**config.mk**
```make
export PLATFORM = sky130hd
export DESIGN_NAME = alc_volume_ctrl
export DESIGN_NICKNAME = d
export VERILOG_FILES = /design/src/rtl/alc_pkg.sv /design/src/rtl/alc_volume_ctrl.sv
export SDC_FILE = /design/constraint.sdc
export NUM_CORES = 2
export LEC_CHECK = 0
export BUFFER_PORTS_ARGS = -buffer_cell sky130_fd_sc_hd__buf_2
export CAP_MARGIN = 20
export CORE_UTILIZATION = 62
export CTS_CLUSTER_SIZE = 40
export DETAILED_ROUTE_END_ITERATION = 10
export GPL_TIMING_DRIVEN = 0
export HOLD_SLACK_MARGIN = 0.02
export PLACE_DENSITY = 0.82
export SLEW_MARGIN = 40
export SYNTH_ARGS = -nofsm -noshare
export SYNTH_HDL_FRONTEND = slang
export SYNTH_SLANG_ARGS = --single-unit
```
**constraint.sdc**
```tcl
create_clock -name clk_i -period 15.8 [get_ports clk_i]
set_input_delay 1.58 -clock clk_i [delete_from_list [all_inputs] [get_ports clk_i]]
set_output_delay 1.58 -clock clk_i [all_outputs]
set_load 0.05 [all_outputs]
```
**src/rtl/alc_pkg.sv**
```systemverilog
// shared constants and types for the record-path level and volume control
package alc_pkg;
    // register indices; byte address is four times the index
    localparam logic [7:0] IDX_PASS        = 8'h05;
    localparam logic [7:0] IDX_CONV        = 8'h0E;
    localparam logic [7:0] IDX_VOL_L       = 8'h0F;
    localparam logic [7:0] IDX_VOL_R       = 8'h10;
    localparam logic [7:0] IDX_GAIN_BOUNDS = 8'h20;
    localparam logic [7:0] IDX_HOLD_TARGET = 8'h21;
    localparam logic [7:0] IDX_TIMING      = 8'h22;
    localparam logic [7:0] IDX_GATE        = 8'h23;
    localparam logic [7:0] IDX_GAIN_L      = 8'h46;
    localparam logic [7:0] IDX_GAIN_R      = 8'h47;
    localparam logic [7:0] IDX_AVG         = 8'h48;
    localparam logic [7:0] IDX_LVL_PP      = 8'h4C;
    localparam logic [7:0] IDX_LVL_PK      = 8'h4D;
    // field positions
    localparam int FLOOR_LSB = 0;
    localparam int CEIL_LSB  = 3;
    localparam int EN_LSB    = 7;
    localparam int TGT_LSB   = 0;
    localparam int HOLD_LSB  = 4;
    localparam int ATK_LSB   = 0;
    localparam int DCY_LSB   = 4;
    localparam int LIM_BIT   = 8;
    localparam int UPD_BIT   = 8;
    localparam int GEN_BIT   = 3;
    localparam int OSR_BIT   = 3;
    // reset values
    localparam logic [8:0] BOUNDS_RST = 9'h038;
    localparam logic [8:0] HT_RST     = 9'h00B;
    localparam logic [8:0] TIMING_RST = 9'h032;
    localparam logic [8:0] ZERO9      = 9'h000;
    localparam logic [7:0] VOL_RST    = 8'hFF;
    // timing
    localparam int CLK_MHZ     = 100;
    localparam int ATK_NORM_US = 125;
    localparam int ATK_LIM_US  = 31;
    localparam int DCY_NORM_US = 500;
    localparam int DCY_LIM_US  = 125;
    localparam int HOLD_MS     = 1;
    localparam int ATK_NORM_CYC = ATK_NORM_US * CLK_MHZ;
    localparam int ATK_LIM_CYC  = ATK_LIM_US * CLK_MHZ;
    localparam int DCY_NORM_CYC = DCY_NORM_US * CLK_MHZ;
    localparam int DCY_LIM_CYC  = DCY_LIM_US * CLK_MHZ;
    localparam int HOLD_CYC     = HOLD_MS * 1000 * CLK_MHZ;
    localparam logic [3:0] CODE_MAX  = 4'hA;
    localparam logic [6:0] MCLK_LAST = 7'h7F;
    // gain codes in 0.75 dB steps from -12 dB
    localparam logic [5:0] FLOOR_STEP = 6'h08;
    localparam logic [5:0] CEIL_OFS   = 6'h07;
    localparam logic [22:0] EMERG_LVL = 23'h700000;
    localparam logic [22:0] GATE_BASE = 23'h020000;
    localparam logic [7:0]  VOL_MUTE  = 8'h00;
    localparam logic [7:0]  VOL_FULL  = 8'hFF;
    localparam logic [7:0]  HALF_DB_PER_SHIFT = 8'h0C;

    typedef struct packed {
        logic [23:0] l;
        logic [23:0] r;
    } stereo_t;

    typedef enum logic [3:0] {
        ST_IDLE   = 4'b0001,
        ST_ATTACK = 4'b0010,
        ST_HOLD   = 4'b0100,
        ST_DECAY  = 4'b1000
    } alc_state_t;
endpackage

```
**src/rtl/alc_volume_ctrl.sv**
```systemverilog
// level control, converter output stage and apb register file
//
// The APB interface to the registers was decided locally.
`timescale 1ns/1ns
// Function
// - one parameter set for both channels, each channel enabled on its own
// - disabled amplifier keeps the last gain the controller gave it
// - enable field bits 7-8: 00 off, 01 right, 10 left, 11 both
// - gain floor bits 0-2, -12 dB upward in 6 dB steps, resets -12 dB
// - gain ceiling bits 3-5, -6.75 to 35.25 dB, resets to 35.25 dB
// - target bits 0-3, -22.5 to -1.5 dBFS in 1.5 dB, reset -6 dBFS
// - hold bits 4-7, 0 ms then doubling, saturating at 1024 ms
// - attack interval per 0.75 dB cut doubles per code, limiter faster
// - decay interval per 0.75 dB rise doubles per code, limiter faster
// - bit 8 selects limiter, effective only with a channel enabled
// - limiter caps gain at the gain in effect when limiter started
// - live readout of left and right applied gain
// - live left-channel peak-to-peak and peak level readouts with averaging choice
// - output samples are 24-bit two's complement
// - sample rate comes only from master clock at 128 times rate
// - modulator at 64x by default or 128x, sample rate unchanged
// - polarity inversion per channel
// - passthrough feeds converter data to playback, ignores external data
// - volume codes 0.5 dB apart, applied in 6 dB steps from 0 to -126 dB, plus a mute code
// - volume write with update bit 0 only becomes pending
// - update bit 1 applies written and pending values together
// - above 87.5 percent full scale cut gain at fastest attack rate
// - above target cut at attack rate until 1.5 dB below target
// - after hold raise at decay rate while 1.5 dB below, up to ceiling
// - normal mode with gate on holds gain while input below threshold
module alc_volume_ctrl #(
    parameter int ATK_NORM_P = alc_pkg::ATK_NORM_CYC,
    parameter int ATK_LIM_P  = alc_pkg::ATK_LIM_CYC,
    parameter int DCY_NORM_P = alc_pkg::DCY_NORM_CYC,
    parameter int DCY_LIM_P  = alc_pkg::DCY_LIM_CYC,
    parameter int HOLD_P     = alc_pkg::HOLD_CYC
) (
    // clock and reset
    input  wire logic             clk_i,
    input  wire logic             rst_i,
    input  wire logic             ce_i,
    // apb slave
    input  wire logic [9:0]       paddr_i,
    input  wire logic             psel_i,
    input  wire logic             penable_i,
    input  wire logic             pwrite_i,
    input  wire logic [31:0]      pwdata_i,
    output logic [31:0]           prdata_o,
    output logic                  pready_o,
    output logic                  pslverr_o,
    // decimator samples and playback source
    input  wire logic             sample_valid_i,
    input  wire alc_pkg::stereo_t sample_i,
    input  wire alc_pkg::stereo_t playback_ext_i,
    input  wire logic [1:0]       amp_enable_i,
    // outputs
    output alc_pkg::stereo_t      out_o,
    output logic                  out_valid_o,
    output alc_pkg::stereo_t      playback_o,
    output logic [5:0]            gain_left_o,
    output logic [5:0]            gain_right_o,
    output logic                  sample_tick_o,
    output logic                  mod_tick_o,
    output logic                  mod_128x_o
);
    import alc_pkg::*;

    logic [8:0]  bounds_reg, bounds_next, ht_reg, ht_next, tim_reg, tim_next;
    logic [8:0]  gate_reg, gate_next, conv_reg, conv_next, pass_reg, pass_next;
    logic [8:0]  avg_reg, avg_next;
    logic [7:0]  vol_reg [2], vol_next [2], pend_reg [2], pend_next [2];
    logic [1:0]  pendv_reg, pendv_next;
    logic [31:0] prdata_reg, prdata_next;
    logic [5:0]  gain_reg [2], gain_next [2], cap_reg [2], cap_next [2];
    logic [22:0] peak_reg [2], peak_next [2], pp_reg [2], pp_next [2];
    logic [27:0] tmr_reg [2], tmr_next [2];
    alc_state_t  st_reg [2], st_next [2];
    logic        lim_reg, lim_next;
    logic [6:0]  mclk_reg, mclk_next;
    stereo_t     out_reg, out_next;
    logic        ov_reg, ov_next;
    logic        wr, rd_setup, vol_wr, mapped;
    logic [7:0]  idx;
    logic [1:0]  en;
    logic        lim_act;
    logic [5:0]  floor_g, cap_g [2];
    logic [27:0] atk_int, dcy_int, hold_int;
    logic [22:0] upper, lower;

    // target thresholds in 1.5 dB steps from -24 dBFS, 23-bit magnitude
    function automatic logic [22:0] lvl_tbl(input logic [3:0] i);
        case (i)
            4'h0: lvl_tbl = 23'h081388;  4'h1: lvl_tbl = 23'h0999BF;
            4'h2: lvl_tbl = 23'h0B6871;  4'h3: lvl_tbl = 23'h0D8EFA;
            4'h4: lvl_tbl = 23'h101D4A;  4'h5: lvl_tbl = 23'h1326E9;
            4'h6: lvl_tbl = 23'h16C317;  4'h7: lvl_tbl = 23'h1B0D84;
            4'h8: lvl_tbl = 23'h2026F6;  4'h9: lvl_tbl = 23'h263689;
            4'hA: lvl_tbl = 23'h2D6A84;  4'hB: lvl_tbl = 23'h35FA2C;
            4'hC: lvl_tbl = 23'h4026EA;  4'hD: lvl_tbl = 23'h4C3EA8;
            4'hE: lvl_tbl = 23'h5A9DF7;  default: lvl_tbl = 23'h6BB2D7;
        endcase
    endfunction

    function automatic logic [22:0] mag(input logic [23:0] s);
        mag = (s == 24'h800000) ? 23'h7FFFFF : s[23] ? 23'(~s + 24'h000001) : s[22:0];
    endfunction

    // apb decode; zero wait states, stalled while the clock enable is low
    assign idx      = paddr_i[9:2];
    assign wr       = psel_i & penable_i & pwrite_i & ce_i;
    assign rd_setup = psel_i & ~penable_i & ce_i;
    assign pready_o = ce_i;
    assign prdata_o = prdata_reg;
    assign vol_wr   = wr & (idx == IDX_VOL_L || idx == IDX_VOL_R);
    always_comb begin
        unique case (idx)
            IDX_PASS, IDX_CONV, IDX_VOL_L, IDX_VOL_R, IDX_GAIN_BOUNDS,
            IDX_HOLD_TARGET, IDX_TIMING, IDX_GATE, IDX_GAIN_L, IDX_GAIN_R,
            IDX_AVG, IDX_LVL_PP, IDX_LVL_PK: mapped = 1'b1;
            default: mapped = 1'b0;
        endcase
    end
    assign pslverr_o = psel_i & penable_i & ~mapped;

    // shared controls for both channels; limiter needs an enabled channel
    assign en      = bounds_reg[EN_LSB +: 2];
    assign lim_act = tim_reg[LIM_BIT] & (|en);
    assign floor_g = 6'(bounds_reg[FLOOR_LSB +: 3] * FLOOR_STEP);
    assign upper   = (ht_reg[TGT_LSB +: 4] == 4'hF) ? lvl_tbl(4'hF)
                                                    : lvl_tbl(ht_reg[TGT_LSB +: 4] + 4'h1);
    assign lower   = lvl_tbl(ht_reg[TGT_LSB +: 4]); // 1.5 dB below target
    always_comb begin
        logic [3:0] a, d, h;
        a = (tim_reg[ATK_LSB +: 4] > CODE_MAX) ? CODE_MAX : tim_reg[ATK_LSB +: 4];
        d = (tim_reg[DCY_LSB +: 4] > CODE_MAX) ? CODE_MAX : tim_reg[DCY_LSB +: 4];
        h = (ht_reg[HOLD_LSB +: 4] > CODE_MAX) ? CODE_MAX : ht_reg[HOLD_LSB +: 4];
        atk_int  = (lim_act ? 28'(ATK_LIM_P) : 28'(ATK_NORM_P)) << a;
        dcy_int  = (lim_act ? 28'(DCY_LIM_P) : 28'(DCY_NORM_P)) << d;
        hold_int = (h == 4'h0) ? 28'h0000000 : 28'(HOLD_P) << h;
        for (int c = 0; c < 2; c++) begin
            cap_g[c] = lim_act ? cap_reg[c]
                     : 6'(bounds_reg[CEIL_LSB +: 3] * FLOOR_STEP) + CEIL_OFS;
        end
    end

    // register writes, volume staging and read capture
    always_comb begin
        logic [8:0] w;
        logic       c;
        w = pwdata_i[8:0];
        c = (idx == IDX_VOL_R);
        bounds_next = bounds_reg;
        ht_next     = ht_reg;
        tim_next    = tim_reg;
        gate_next   = gate_reg;
        conv_next   = conv_reg;
        pass_next   = pass_reg;
        avg_next    = avg_reg;
        vol_next    = vol_reg;
        pend_next   = pend_reg;
        pendv_next  = pendv_reg;
        prdata_next = prdata_reg;
        if (wr) begin
            unique case (idx)
                IDX_GAIN_BOUNDS: bounds_next = w;
                IDX_HOLD_TARGET: ht_next = w;
                IDX_TIMING:      tim_next = w;
                IDX_GATE:        gate_next = w;
                IDX_CONV:        conv_next = w;
                IDX_PASS:        pass_next = w;
                IDX_AVG:         avg_next = w;
                default:         ;
            endcase
        end
        if (vol_wr && !w[UPD_BIT]) begin
            pend_next[c]  = w[7:0];
            pendv_next[c] = 1'b1;
        end else if (vol_wr) begin
            vol_next[c] = w[7:0];
            if (pendv_reg[~c]) begin
                vol_next[~c] = pend_reg[~c];
            end
            pendv_next = 2'b00;
        end
        if (rd_setup) begin
            unique case (idx)
                IDX_GAIN_BOUNDS: prdata_next = {23'h0, bounds_reg};
                IDX_HOLD_TARGET: prdata_next = {23'h0, ht_reg};
                IDX_TIMING:      prdata_next = {23'h0, tim_reg};
                IDX_GATE:        prdata_next = {23'h0, gate_reg};
                IDX_CONV:        prdata_next = {23'h0, conv_reg};
                IDX_PASS:        prdata_next = {23'h0, pass_reg};
                IDX_AVG:         prdata_next = {23'h0, avg_reg};
                IDX_VOL_L:       prdata_next = {24'h0, vol_reg[0]};
                IDX_VOL_R:       prdata_next = {24'h0, vol_reg[1]};
                IDX_GAIN_L:      prdata_next = {26'h0, gain_reg[0]};
                IDX_GAIN_R:      prdata_next = {26'h0, gain_reg[1]};
                IDX_LVL_PP:      prdata_next = {9'h0, pp_reg[0]};
                IDX_LVL_PK:      prdata_next = {9'h0, peak_reg[0]};
                default:         prdata_next = 32'h00000000;
            endcase
        end
    end

    // level detectors and gain state machines, one pass per channel
    always_comb begin
        logic [22:0] m, gthr;
        logic        emerg, over, under, quiet, hold_g;
        m        = 23'h000000;
        gthr     = 23'h000000;
        emerg    = 1'b0;
        over     = 1'b0;
        under    = 1'b0;
        quiet    = 1'b0;
        hold_g   = 1'b0;
        lim_next = lim_act;
        for (int c = 0; c < 2; c++) begin
            m         = mag(c == 0 ? out_reg.l : out_reg.r);
            peak_next[c] = peak_reg[c];
            pp_next[c]   = pp_reg[c];
            if (ov_reg) begin
                // peak holds new maxima and leaks away otherwise
                peak_next[c] = (m > peak_reg[c]) ? m
                             : peak_reg[c] - (peak_reg[c] >> ({1'b0, avg_reg[1:0]} + 3'h1));
                // signed step so a falling level pulls the average down, not up
                pp_next[c]   = pp_reg[c] + 23'($signed({1'b0, m, 1'b0} - {2'b00, pp_reg[c]})
                             >>> ({1'b0, avg_reg[3:2]} + 3'h2));
            end
            emerg = m > EMERG_LVL;
            over  = peak_reg[c] > upper;
            under = peak_reg[c] < lower;
            gthr  = GATE_BASE >> gate_reg[2:0];
            quiet = (peak_reg[c] >> gain_reg[c][5:3]) < gthr;
            hold_g = ~lim_act & gate_reg[GEN_BIT] & quiet;
            cap_next[c] = (lim_act && !lim_reg) ? gain_reg[c] : cap_reg[c];
            gain_next[c] = gain_reg[c];
            st_next[c]   = st_reg[c];
            tmr_next[c]  = tmr_reg[c] + 28'h0000001;
            if (!en[(c == 0) ? 1 : 0] || !amp_enable_i[c]) begin
                st_next[c]  = ST_IDLE; // gain frozen
                tmr_next[c] = 28'h0000000;
            end else begin
                unique case (st_reg[c])
                    ST_IDLE: begin
                        tmr_next[c] = 28'h0000000;
                        if (emerg || over) begin
                            st_next[c] = ST_ATTACK;
                        end else if (under && !hold_g) begin
                            st_next[c] = ST_HOLD;
                        end
                    end
                    ST_ATTACK: begin
                        if (tmr_reg[c] >= (emerg ? 28'(ATK_LIM_P) : atk_int)) begin
                            tmr_next[c] = 28'h0000000;
                            if (gain_reg[c] > floor_g) begin
                                gain_next[c] = gain_reg[c] - 6'h01;
                            end
                        end
                        if (under && !emerg) begin
                            st_next[c] = ST_IDLE;
                        end
                    end
                    ST_HOLD: begin
                        if (emerg || !under || hold_g) begin
                            st_next[c] = ST_IDLE;
                        end else if (tmr_reg[c] >= hold_int) begin
                            st_next[c]  = ST_DECAY;
                            tmr_next[c] = 28'h0000000;
                        end
                    end
                    ST_DECAY: begin
                        if (emerg || !under || hold_g) begin
                            st_next[c] = ST_IDLE;
                        end else if (tmr_reg[c] >= dcy_int) begin
                            tmr_next[c] = 28'h0000000;
                            if (gain_reg[c] < cap_g[c]) begin
                                gain_next[c] = gain_reg[c] + 6'h01;
                            end
                        end
                    end
                endcase
                // gain below a raised floor climbs back one step
                if (gain_next[c] < floor_g) begin
                    gain_next[c] = gain_reg[c] + 6'h01;
                end
            end
        end
    end

    // output stage: inversion, volume, passthrough; rate timing
    always_comb begin
        logic [23:0] s;
        logic [7:0]  sh;
        s         = 24'h000000;
        sh        = 8'h00;
        out_next  = out_reg;
        ov_next   = sample_valid_i;
        mclk_next = mclk_reg + 7'h01;
        for (int c = 0; c < 2; c++) begin
            s  = (c == 0) ? sample_i.l : sample_i.r;
            s  = conv_reg[c] ? 24'(~s + 24'h000001) : s;
            sh = (VOL_FULL - vol_reg[c]) / HALF_DB_PER_SHIFT; // 6 dB per shift
            s  = (vol_reg[c] == VOL_MUTE) ? 24'h000000 : 24'($signed(s) >>> sh);
            if (sample_valid_i && c == 0) begin
                out_next.l = s;
            end else if (sample_valid_i) begin
                out_next.r = s;
            end
        end
    end
    assign out_o         = out_reg;
    assign out_valid_o   = ov_reg;
    assign playback_o    = pass_reg[0] ? out_reg : playback_ext_i;
    assign gain_left_o   = gain_reg[0];
    assign gain_right_o  = gain_reg[1];
    assign sample_tick_o = ce_i & (mclk_reg == MCLK_LAST);
    assign mod_128x_o    = conv_reg[OSR_BIT];
    assign mod_tick_o    = ce_i & (conv_reg[OSR_BIT] | mclk_reg[0]);

    // all state registers; everything freezes while ce_i is low
    always_ff @(posedge clk_i or posedge rst_i) begin
        if (rst_i) begin
            bounds_reg <= BOUNDS_RST;
            ht_reg     <= HT_RST;
            tim_reg    <= TIMING_RST;
            gate_reg   <= ZERO9;
            conv_reg   <= ZERO9;
            pass_reg   <= ZERO9;
            avg_reg    <= ZERO9;
            pendv_reg  <= 2'b00;
            prdata_reg <= 32'h00000000;
            lim_reg    <= 1'b0;
            mclk_reg   <= 7'h00;
            out_reg    <= '0;
            ov_reg     <= 1'b0;
            for (int c = 0; c < 2; c++) begin
                vol_reg[c]  <= VOL_RST;
                pend_reg[c] <= VOL_RST;
                gain_reg[c] <= 6'h00;
                cap_reg[c]  <= 6'h00;
                peak_reg[c] <= 23'h000000;
                pp_reg[c]   <= 23'h000000;
                tmr_reg[c]  <= 28'h0000000;
                st_reg[c]   <= ST_IDLE;
            end
        end else if (ce_i) begin
            bounds_reg <= bounds_next;
            ht_reg     <= ht_next;
            tim_reg    <= tim_next;
            gate_reg   <= gate_next;
            conv_reg   <= conv_next;
            pass_reg   <= pass_next;
            avg_reg    <= avg_next;
            pendv_reg  <= pendv_next;
            prdata_reg <= prdata_next;
            lim_reg    <= lim_next;
            mclk_reg   <= mclk_next;
            out_reg    <= out_next;
            ov_reg     <= ov_next;
            vol_reg    <= vol_next;
            pend_reg   <= pend_next;
            gain_reg   <= gain_next;
            cap_reg    <= cap_next;
            peak_reg   <= peak_next;
            pp_reg     <= pp_next;
            tmr_reg    <= tmr_next;
            st_reg     <= st_next;
        end
    end
endmodule // alc_volume_ctrl

```
; Yosys cells after proc, flatten, opt, wreduce, memory -nomap -nowiden
; Memory sizes are Yosys's and may differ from the RTL's.
; Cells that the tools add are included.
[classes]
order_cmp = 32
n_eq_ne = 33
div_mod_pow = 2
n_reduce_logical = 54
shift = 11
bitwise = 28
n_mux = 87
addsub = 21
[op_table]
columns = cell, count
row1 = $mux 28, 15
row2 = $pmux 23 s13, 1
row3 = $pmux 28 s4, 2
row4 = $ge 28x28->1, 6
row5 = $mux 23, 7
row6 = $mux 24, 4
row7 = $mux 6, 16
row8 = $gt 23x23->1, 4
row9 = $lt 23x23->1, 4
row10 = $shr 23x3->23, 4
row11 = $mux 4, 17
row12 = $add 28x1->28 const B, 2
row13 = $add 24x1->24 const B, 2
row14 = $bwmux 16, 3
row15 = $eq 24x24->1 const B, 2
row16 = $mux 48, 1
row17 = $not 24->24, 2
row18 = $sshr 24x8->24, 2
row19 = $add 23x1->23 const B, 2
row20 = $gt 23x23->1 const B, 2
row21 = $not 23->23, 2
row22 = $sub 23x23->23, 2
row23 = $eq 8x7->1 const B, 5
row24 = $mux 8, 5
row25 = other kinds (58), 156
[word_totals]
inputBits = 147
rom_bits = 736
memories = 2
word_cells = 299
output_inout_bits = 146
register_bits = 343
[mem_list]
columns = name, depth, word_bits, read_ports, rd_ports_with_merged_regs, wr, line_no
row1 = (no name shown), 16, 23, 1, 0, 0, alc_volume_ctrl.sv:92  ; case (i)
row2 = (no name shown), 16, 23, 1, 0, 0, alc_volume_ctrl.sv:92

; Depth between registers and ports, before layout
[logic_depth]
ltp_word = 12
ltp_mapped = 33
mapped_depth_nobuf = 31

; Least setup slack after synthesis
; Ideal clock, no wire load.
[synth_timing]
kind = reg-to-reg
startpoint = register out_reg (netlist bit out_o[6])
endpoint = register gain_reg (netlist bit gain_right_o[0])
path_stages_with_launch = 31
slack_ns = 8.712
setup_ns = 0.145
required_time_ns = 15.655
t_arrival_ns = 6.943
period_less_slack_ns = 7.088
cell_sequence = dfrtp_1 > buf_2 > or4_1 > nor3_1 > nand3_1 > mux2i_1 > o21ai_0 > a41o_1 > clkbuf_1 > clkbuf_1 > nand2_1 > ha_1 > a21o_1 > a21o_1 > a21o_1 > a21o_1 > a211o_1 > o2111a_1 > or2_2 > and2_1 > clkbuf_1 > a32o_1 > xor2_1 > ha_1 > nor2_1 > nand3_1 > or4_1 > nand3_2 > or2_1 > o21ai_0 > xnor2_1
[synth_between]
elab_chain_len = 12
elab_cells_between_ends = 16
cone_classes = 1 x add/sub / 3 x order compare / 1 x eq/ne / 8 x mux / 1 x bitwise / 2 x reduce/logical
[synth_lines]
columns = item, line_no
row1 = start: declaration, alc_volume_ctrl.sv:80  ; stereo_t out_reg, out_next;
row2 = start signal: assignment, alc_volume_ctrl.sv:358  ; out_reg <= out_next;
row3 = $not 23->23, alc_volume_ctrl.sv:105  ; mag = (s == 24'h800000) ? 23'h7FFFFF : s[23] ? 23'(~s + 24'h000001) : s[22:0];
row4 = $add 23x1->23, alc_volume_ctrl.sv:105
row5 = $mux 23, alc_volume_ctrl.sv:105
row6 = $mux 23 (*), alc_volume_ctrl.sv:105
row7 = $gt 23x23->1 (*), alc_volume_ctrl.sv:229  ; emerg = m > EMERG_LVL;
row8 = $mux 28 / $logic_or 1x1->1 (equally long branches), "alc_volume_ctrl.sv:253, alc_volume_ctrl.sv:272"
row9 = $ge 28x28->1 / $logic_or 1x1->1 (equally long branches), "alc_volume_ctrl.sv:253, alc_volume_ctrl.sv:272"
row10 = "$mux 6, on equally long branches", "alc_volume_ctrl.sv:253, alc_volume_ctrl.sv:272"
row11 = $pmux 6 s2 (*), alc_volume_ctrl.sv:243  ; unique case (st_reg[c])
row12 = $mux 6 (*), alc_volume_ctrl.sv:239  ; if (!en[(c == 0) ? 1 : 0] || !amp_enable_i[c]) begin
row13 = $lt 6x6->1, alc_volume_ctrl.sv:283  ; if (gain_next[c] < floor_g) begin
row14 = $mux 6 (*), alc_volume_ctrl.sv:283
row15 = end signal: assignment, alc_volume_ctrl.sv:362  ; gain_reg <= gain_next;
row16 = end: declaration, alc_volume_ctrl.sv:74  ; logic [5:0] gain_reg [2], gain_next [2], cap_reg [2], cap_next [2];
; Mark *: on every way between the ends. The rest lies on a longest branch, timed or not. The select of a mux whose other input is x is not followed.
; A chain may end at the register's enable or synchronous reset.

; Final worst setup path
[layout_timing]
startpoint = register out_reg (netlist bit out_o[47])
endpoint = register pp_reg[45] (netlist bit)
[layout_between]
elab_chain_len = 5
elab_cells_between_ends = 6
cone_classes = 2 x add/sub / 1 x eq/ne / 1 x shift / 2 x mux
[layout_lines]
columns = item, line_no
row1 = $eq 24x24->1 / $mux 23 (equally long branches), alc_volume_ctrl.sv:105
row2 = $mux 23 (*), alc_volume_ctrl.sv:105
row3 = $sub 24x23->25 (*), alc_volume_ctrl.sv:226  ; pp_next[c] = pp_reg[c] + 23'($signed({1'b0, m, 1'b0} - {2'b00, pp_reg[c]})
row4 = $sshr 25x3->23 (*), alc_volume_ctrl.sv:226
row5 = $add 23x23->23 (*), alc_volume_ctrl.sv:226
row6 = end signal: assignment, alc_volume_ctrl.sv:365  ; pp_reg <= pp_next;
row7 = end: declaration, alc_volume_ctrl.sv:75  ; logic [22:0] peak_reg [2], peak_next [2], pp_reg [2], pp_next [2];
; Mark *: on every way between the ends. The rest lies on a longest branch, timed or not.

==> run summary <==
Outcome -> finished clean
Reg clk slew, reported paths -> 0.06 ns
Top-count cell post-synth -> nand2_1
Post-synth top area cell -> dfrtp_1
CTS buffer count -> 40
Via count -> 40100
Crit path launch -> out_o[47]$_DFFE_PP0P_
Drt pass-1 iters -> 10
Post-synthesis cell count -> 4716
CTS H-tree lvls -> 2
Antenna-violating nets left -> 0
Post-synthesis sequential area ratio -> 22.0%
WHS -> 0.473 ns
Number of flip-flops under the largest register name -> 56
Rows -> 90
Die extent in x -> 251 um
Max Cap Violations -> 0
Largest net degree at the start of global routing -> 80
Worst hold path type -> flop to flop
FF-to-FF Start -> out_o[47]$_DFFE_PP0P_
Clock sink count -> 334
Max Clk Rate -> 118 MHz
Largest stage delay, worst path -> 0.76 ns
Synthesis Warnings -> 0
Vias/cell -> 6.85
Postcts setup bufs -> 0
Met1 GRT Util -> 57.0%
Gr busiest metal -> met2
Final WS setup -> 7.30 ns
CTS tree -> yes
Area delta synth->final -> 10.3%
PD cells -> 123 nW/um^2
Post-synth EDFFs -> 0
Hold Violations, Final -> 0
Worst vdd ir -> 0.152 mV
Synth Cell Area -> 38300 sq um
Clk root buf -> clkbuf_16
Nets -> 5631
Core area -> 60700 sq um
DP HPWL -> 104000 um
Avg Synthesized Cell Area -> 8.12 sq um
DRC viols -> 0
Place WS -> 7.71 ns
Post-CTS resize count -> 0
Post-Layout Cell Count -> 5850
Top post-synthesis cells by count -> nand2_1, ha_1, o21ai_0
Worst-Skew Late Latency -> 0.62 ns
Crit Path Category -> flop to flop
Hold_buf cts -> 0
Worst path bufs/invs -> 4
Clock Skews -> 0.0467 ns
Initial Util -> 63.1%
CP top delay family -> compound AO/OA/AOI/OAI gates
Worst hold start -> prdata_o[6]$_DFFE_PP0P_
Max-slew violations -> 0
Leakage -> 19.7 nW
First-pass GRT wire length -> 211000 um
Setup Total Neg Slack -> 0 ns
Placer congestion estimate -> 1.06
Top cells by area, synth -> dfrtp_1, ha_1, mux2_2
Period utilization -> 53.8%
Critical path peak fanout -> 10
Met3 Usage GRT -> 8.91%
Dpl cells -> 5771
Die area -> 62800 sq um
Post-synth top flop -> dfrtp_1
Cell repeated most along the worst path -> o21ai_0
FFs w/ async S/R, synth -> 100%
Longest Clk Path Bufs -> 3
Boundary Pins -> 293
Top-area cell type share of the netlist area -> 19.0%
Die height -> 251 um
I/O Buffers -> 254
Post-synth cell types -> 101
Critical path capture point type -> flop
Vias in the first global route -> 37500
Setup violations, final -> 0
RSZ-0062 raised after global routing -> no
Final wirelength -> 137000 um
Type of origin of the critical path -> flop
GR Overflow Total -> 0
Worst slew pin tran -> 0.941 ns
CP required -> 16.34 ns
All-Layer GR Usage -> 42.5%
Layout cells sized above 1 -> 13.9%
Final core utilization -> 69.6%
CP arrival -> 9.04 ns
Starting DRT DRC Count -> 4856
Grt met2 use -> 64.0%
Slew margin rel. -> 36.6%
WL per Instance -> 23.4 um
Tmin final -> 8.50 ns
Slowest cell on the critical path -> o21ai_0
Initial antenna violation count -> 3
Synth Register Bits -> 334
-- stage by stage --
step | power (mW) | area (sq um)
4_1_cts | 5.07 | 42200
3_5_place_dp | 4.03 | 40800
6_report | 5.19 | 42300
2_1_floorplan | 3.30 | 38400
5_1_grt | 5.52 | 42300
3_3_place_gp | 3.94 | 40600
-- worst paths after layout --
check                                            to  cells past startpoint  slack, ns
max reg2reg                  pp_reg[45]$_DFFE_PP0P_                     29       7.30
max in group asynchronous  peak_reg[10]$_DFFE_PP0P_                      4      13.51
min in group asynchronous     out_o[32]$_DFFE_PP0P_                      2       1.00
max                          pp_reg[45]$_DFFE_PP0P_                     29       7.30
min reg2reg                 prdata_o[6]$_DFFE_PP0P_                      1       0.47
min                         prdata_o[6]$_DFFE_PP0P_                      1       0.47
-- power breakdown --
| part | internal [mW] | total [mW] | switching, mW | leakage (nW) |
|---|---|---|---|---|
| sequential | 0.958 | 1.27 | 0.313 | 4.34 |
| clock | 0.579 | 1.01 | 0.436 | 0.698 |
| combinational | 1.22 | 2.90 | 1.68 | 14.6 |
| total | 2.76 | 5.19 | 2.43 | 19.7 |
-- metal layers --
| layer | vias to the layer above | part of all wire [%] |
|---|---|---|
| met5 | - | 0.019 |
| met4 | 4 | 5.8 |
| met2 | 2580 | 43 |
| li1 | 18100 | - |
| met1 | 18900 | 40 |
| met3 | 481 | 12 |
-- kinds of logic (layout without fill, tap and decap cells) --
| family | Yosys count | count (layout) | synth area share [%] |
|---|---|---|---|
| other cells | 2 | 22 | 0.0196 |
| mux | 367 | 367 | 11.3 |
| buf+inv | 493 | 825 | 5.06 |
| flops | 334 | 334 | 22.0 |
| xor+xnor | 154 | 154 | 3.52 |
| simple gates | 1418 | 1418 | 18.3 |
| fa+ha+maj | 453 | 453 | 14.9 |
| compound gates | 1495 | 1495 | 25.1 |
-- final cells by class --
cell class / count / area, sq um
multi-input cells: 3904 / 28100
fillers: 5041 / 18400
flip-flops and latches: 334 / 8410
repair buffers: 258 / 1380
plain buffers: 296 / 1210
clock buffers: 52 / 1130
well taps: 782 / 978
inverters: 197 / 747
clock inverters: 22 / 302
diodes: 5 / 12.5
-- layout by cell type (no fill, tap or decap), drive strengths merged, types with 77 or more instances in the layout --
cell type / synthesis / routed
mux2: 178 / 178
a21oi: 357 / 357
a211oi: 81 / 81
nor3: 77 / 77
nand3: 100 / 100
nand2: 458 / 458
clkbuf: 239 / 291
buf: 57 / 315
dfrtp: 291 / 291
inv: 194 / 195
nor2: 317 / 317
a21o: 130 / 130
mux2i: 155 / 155
o21ai: 378 / 378
ha: 450 / 450
o21a: 78 / 78
xor2: 91 / 91
(Power assumes the default switching activity.)
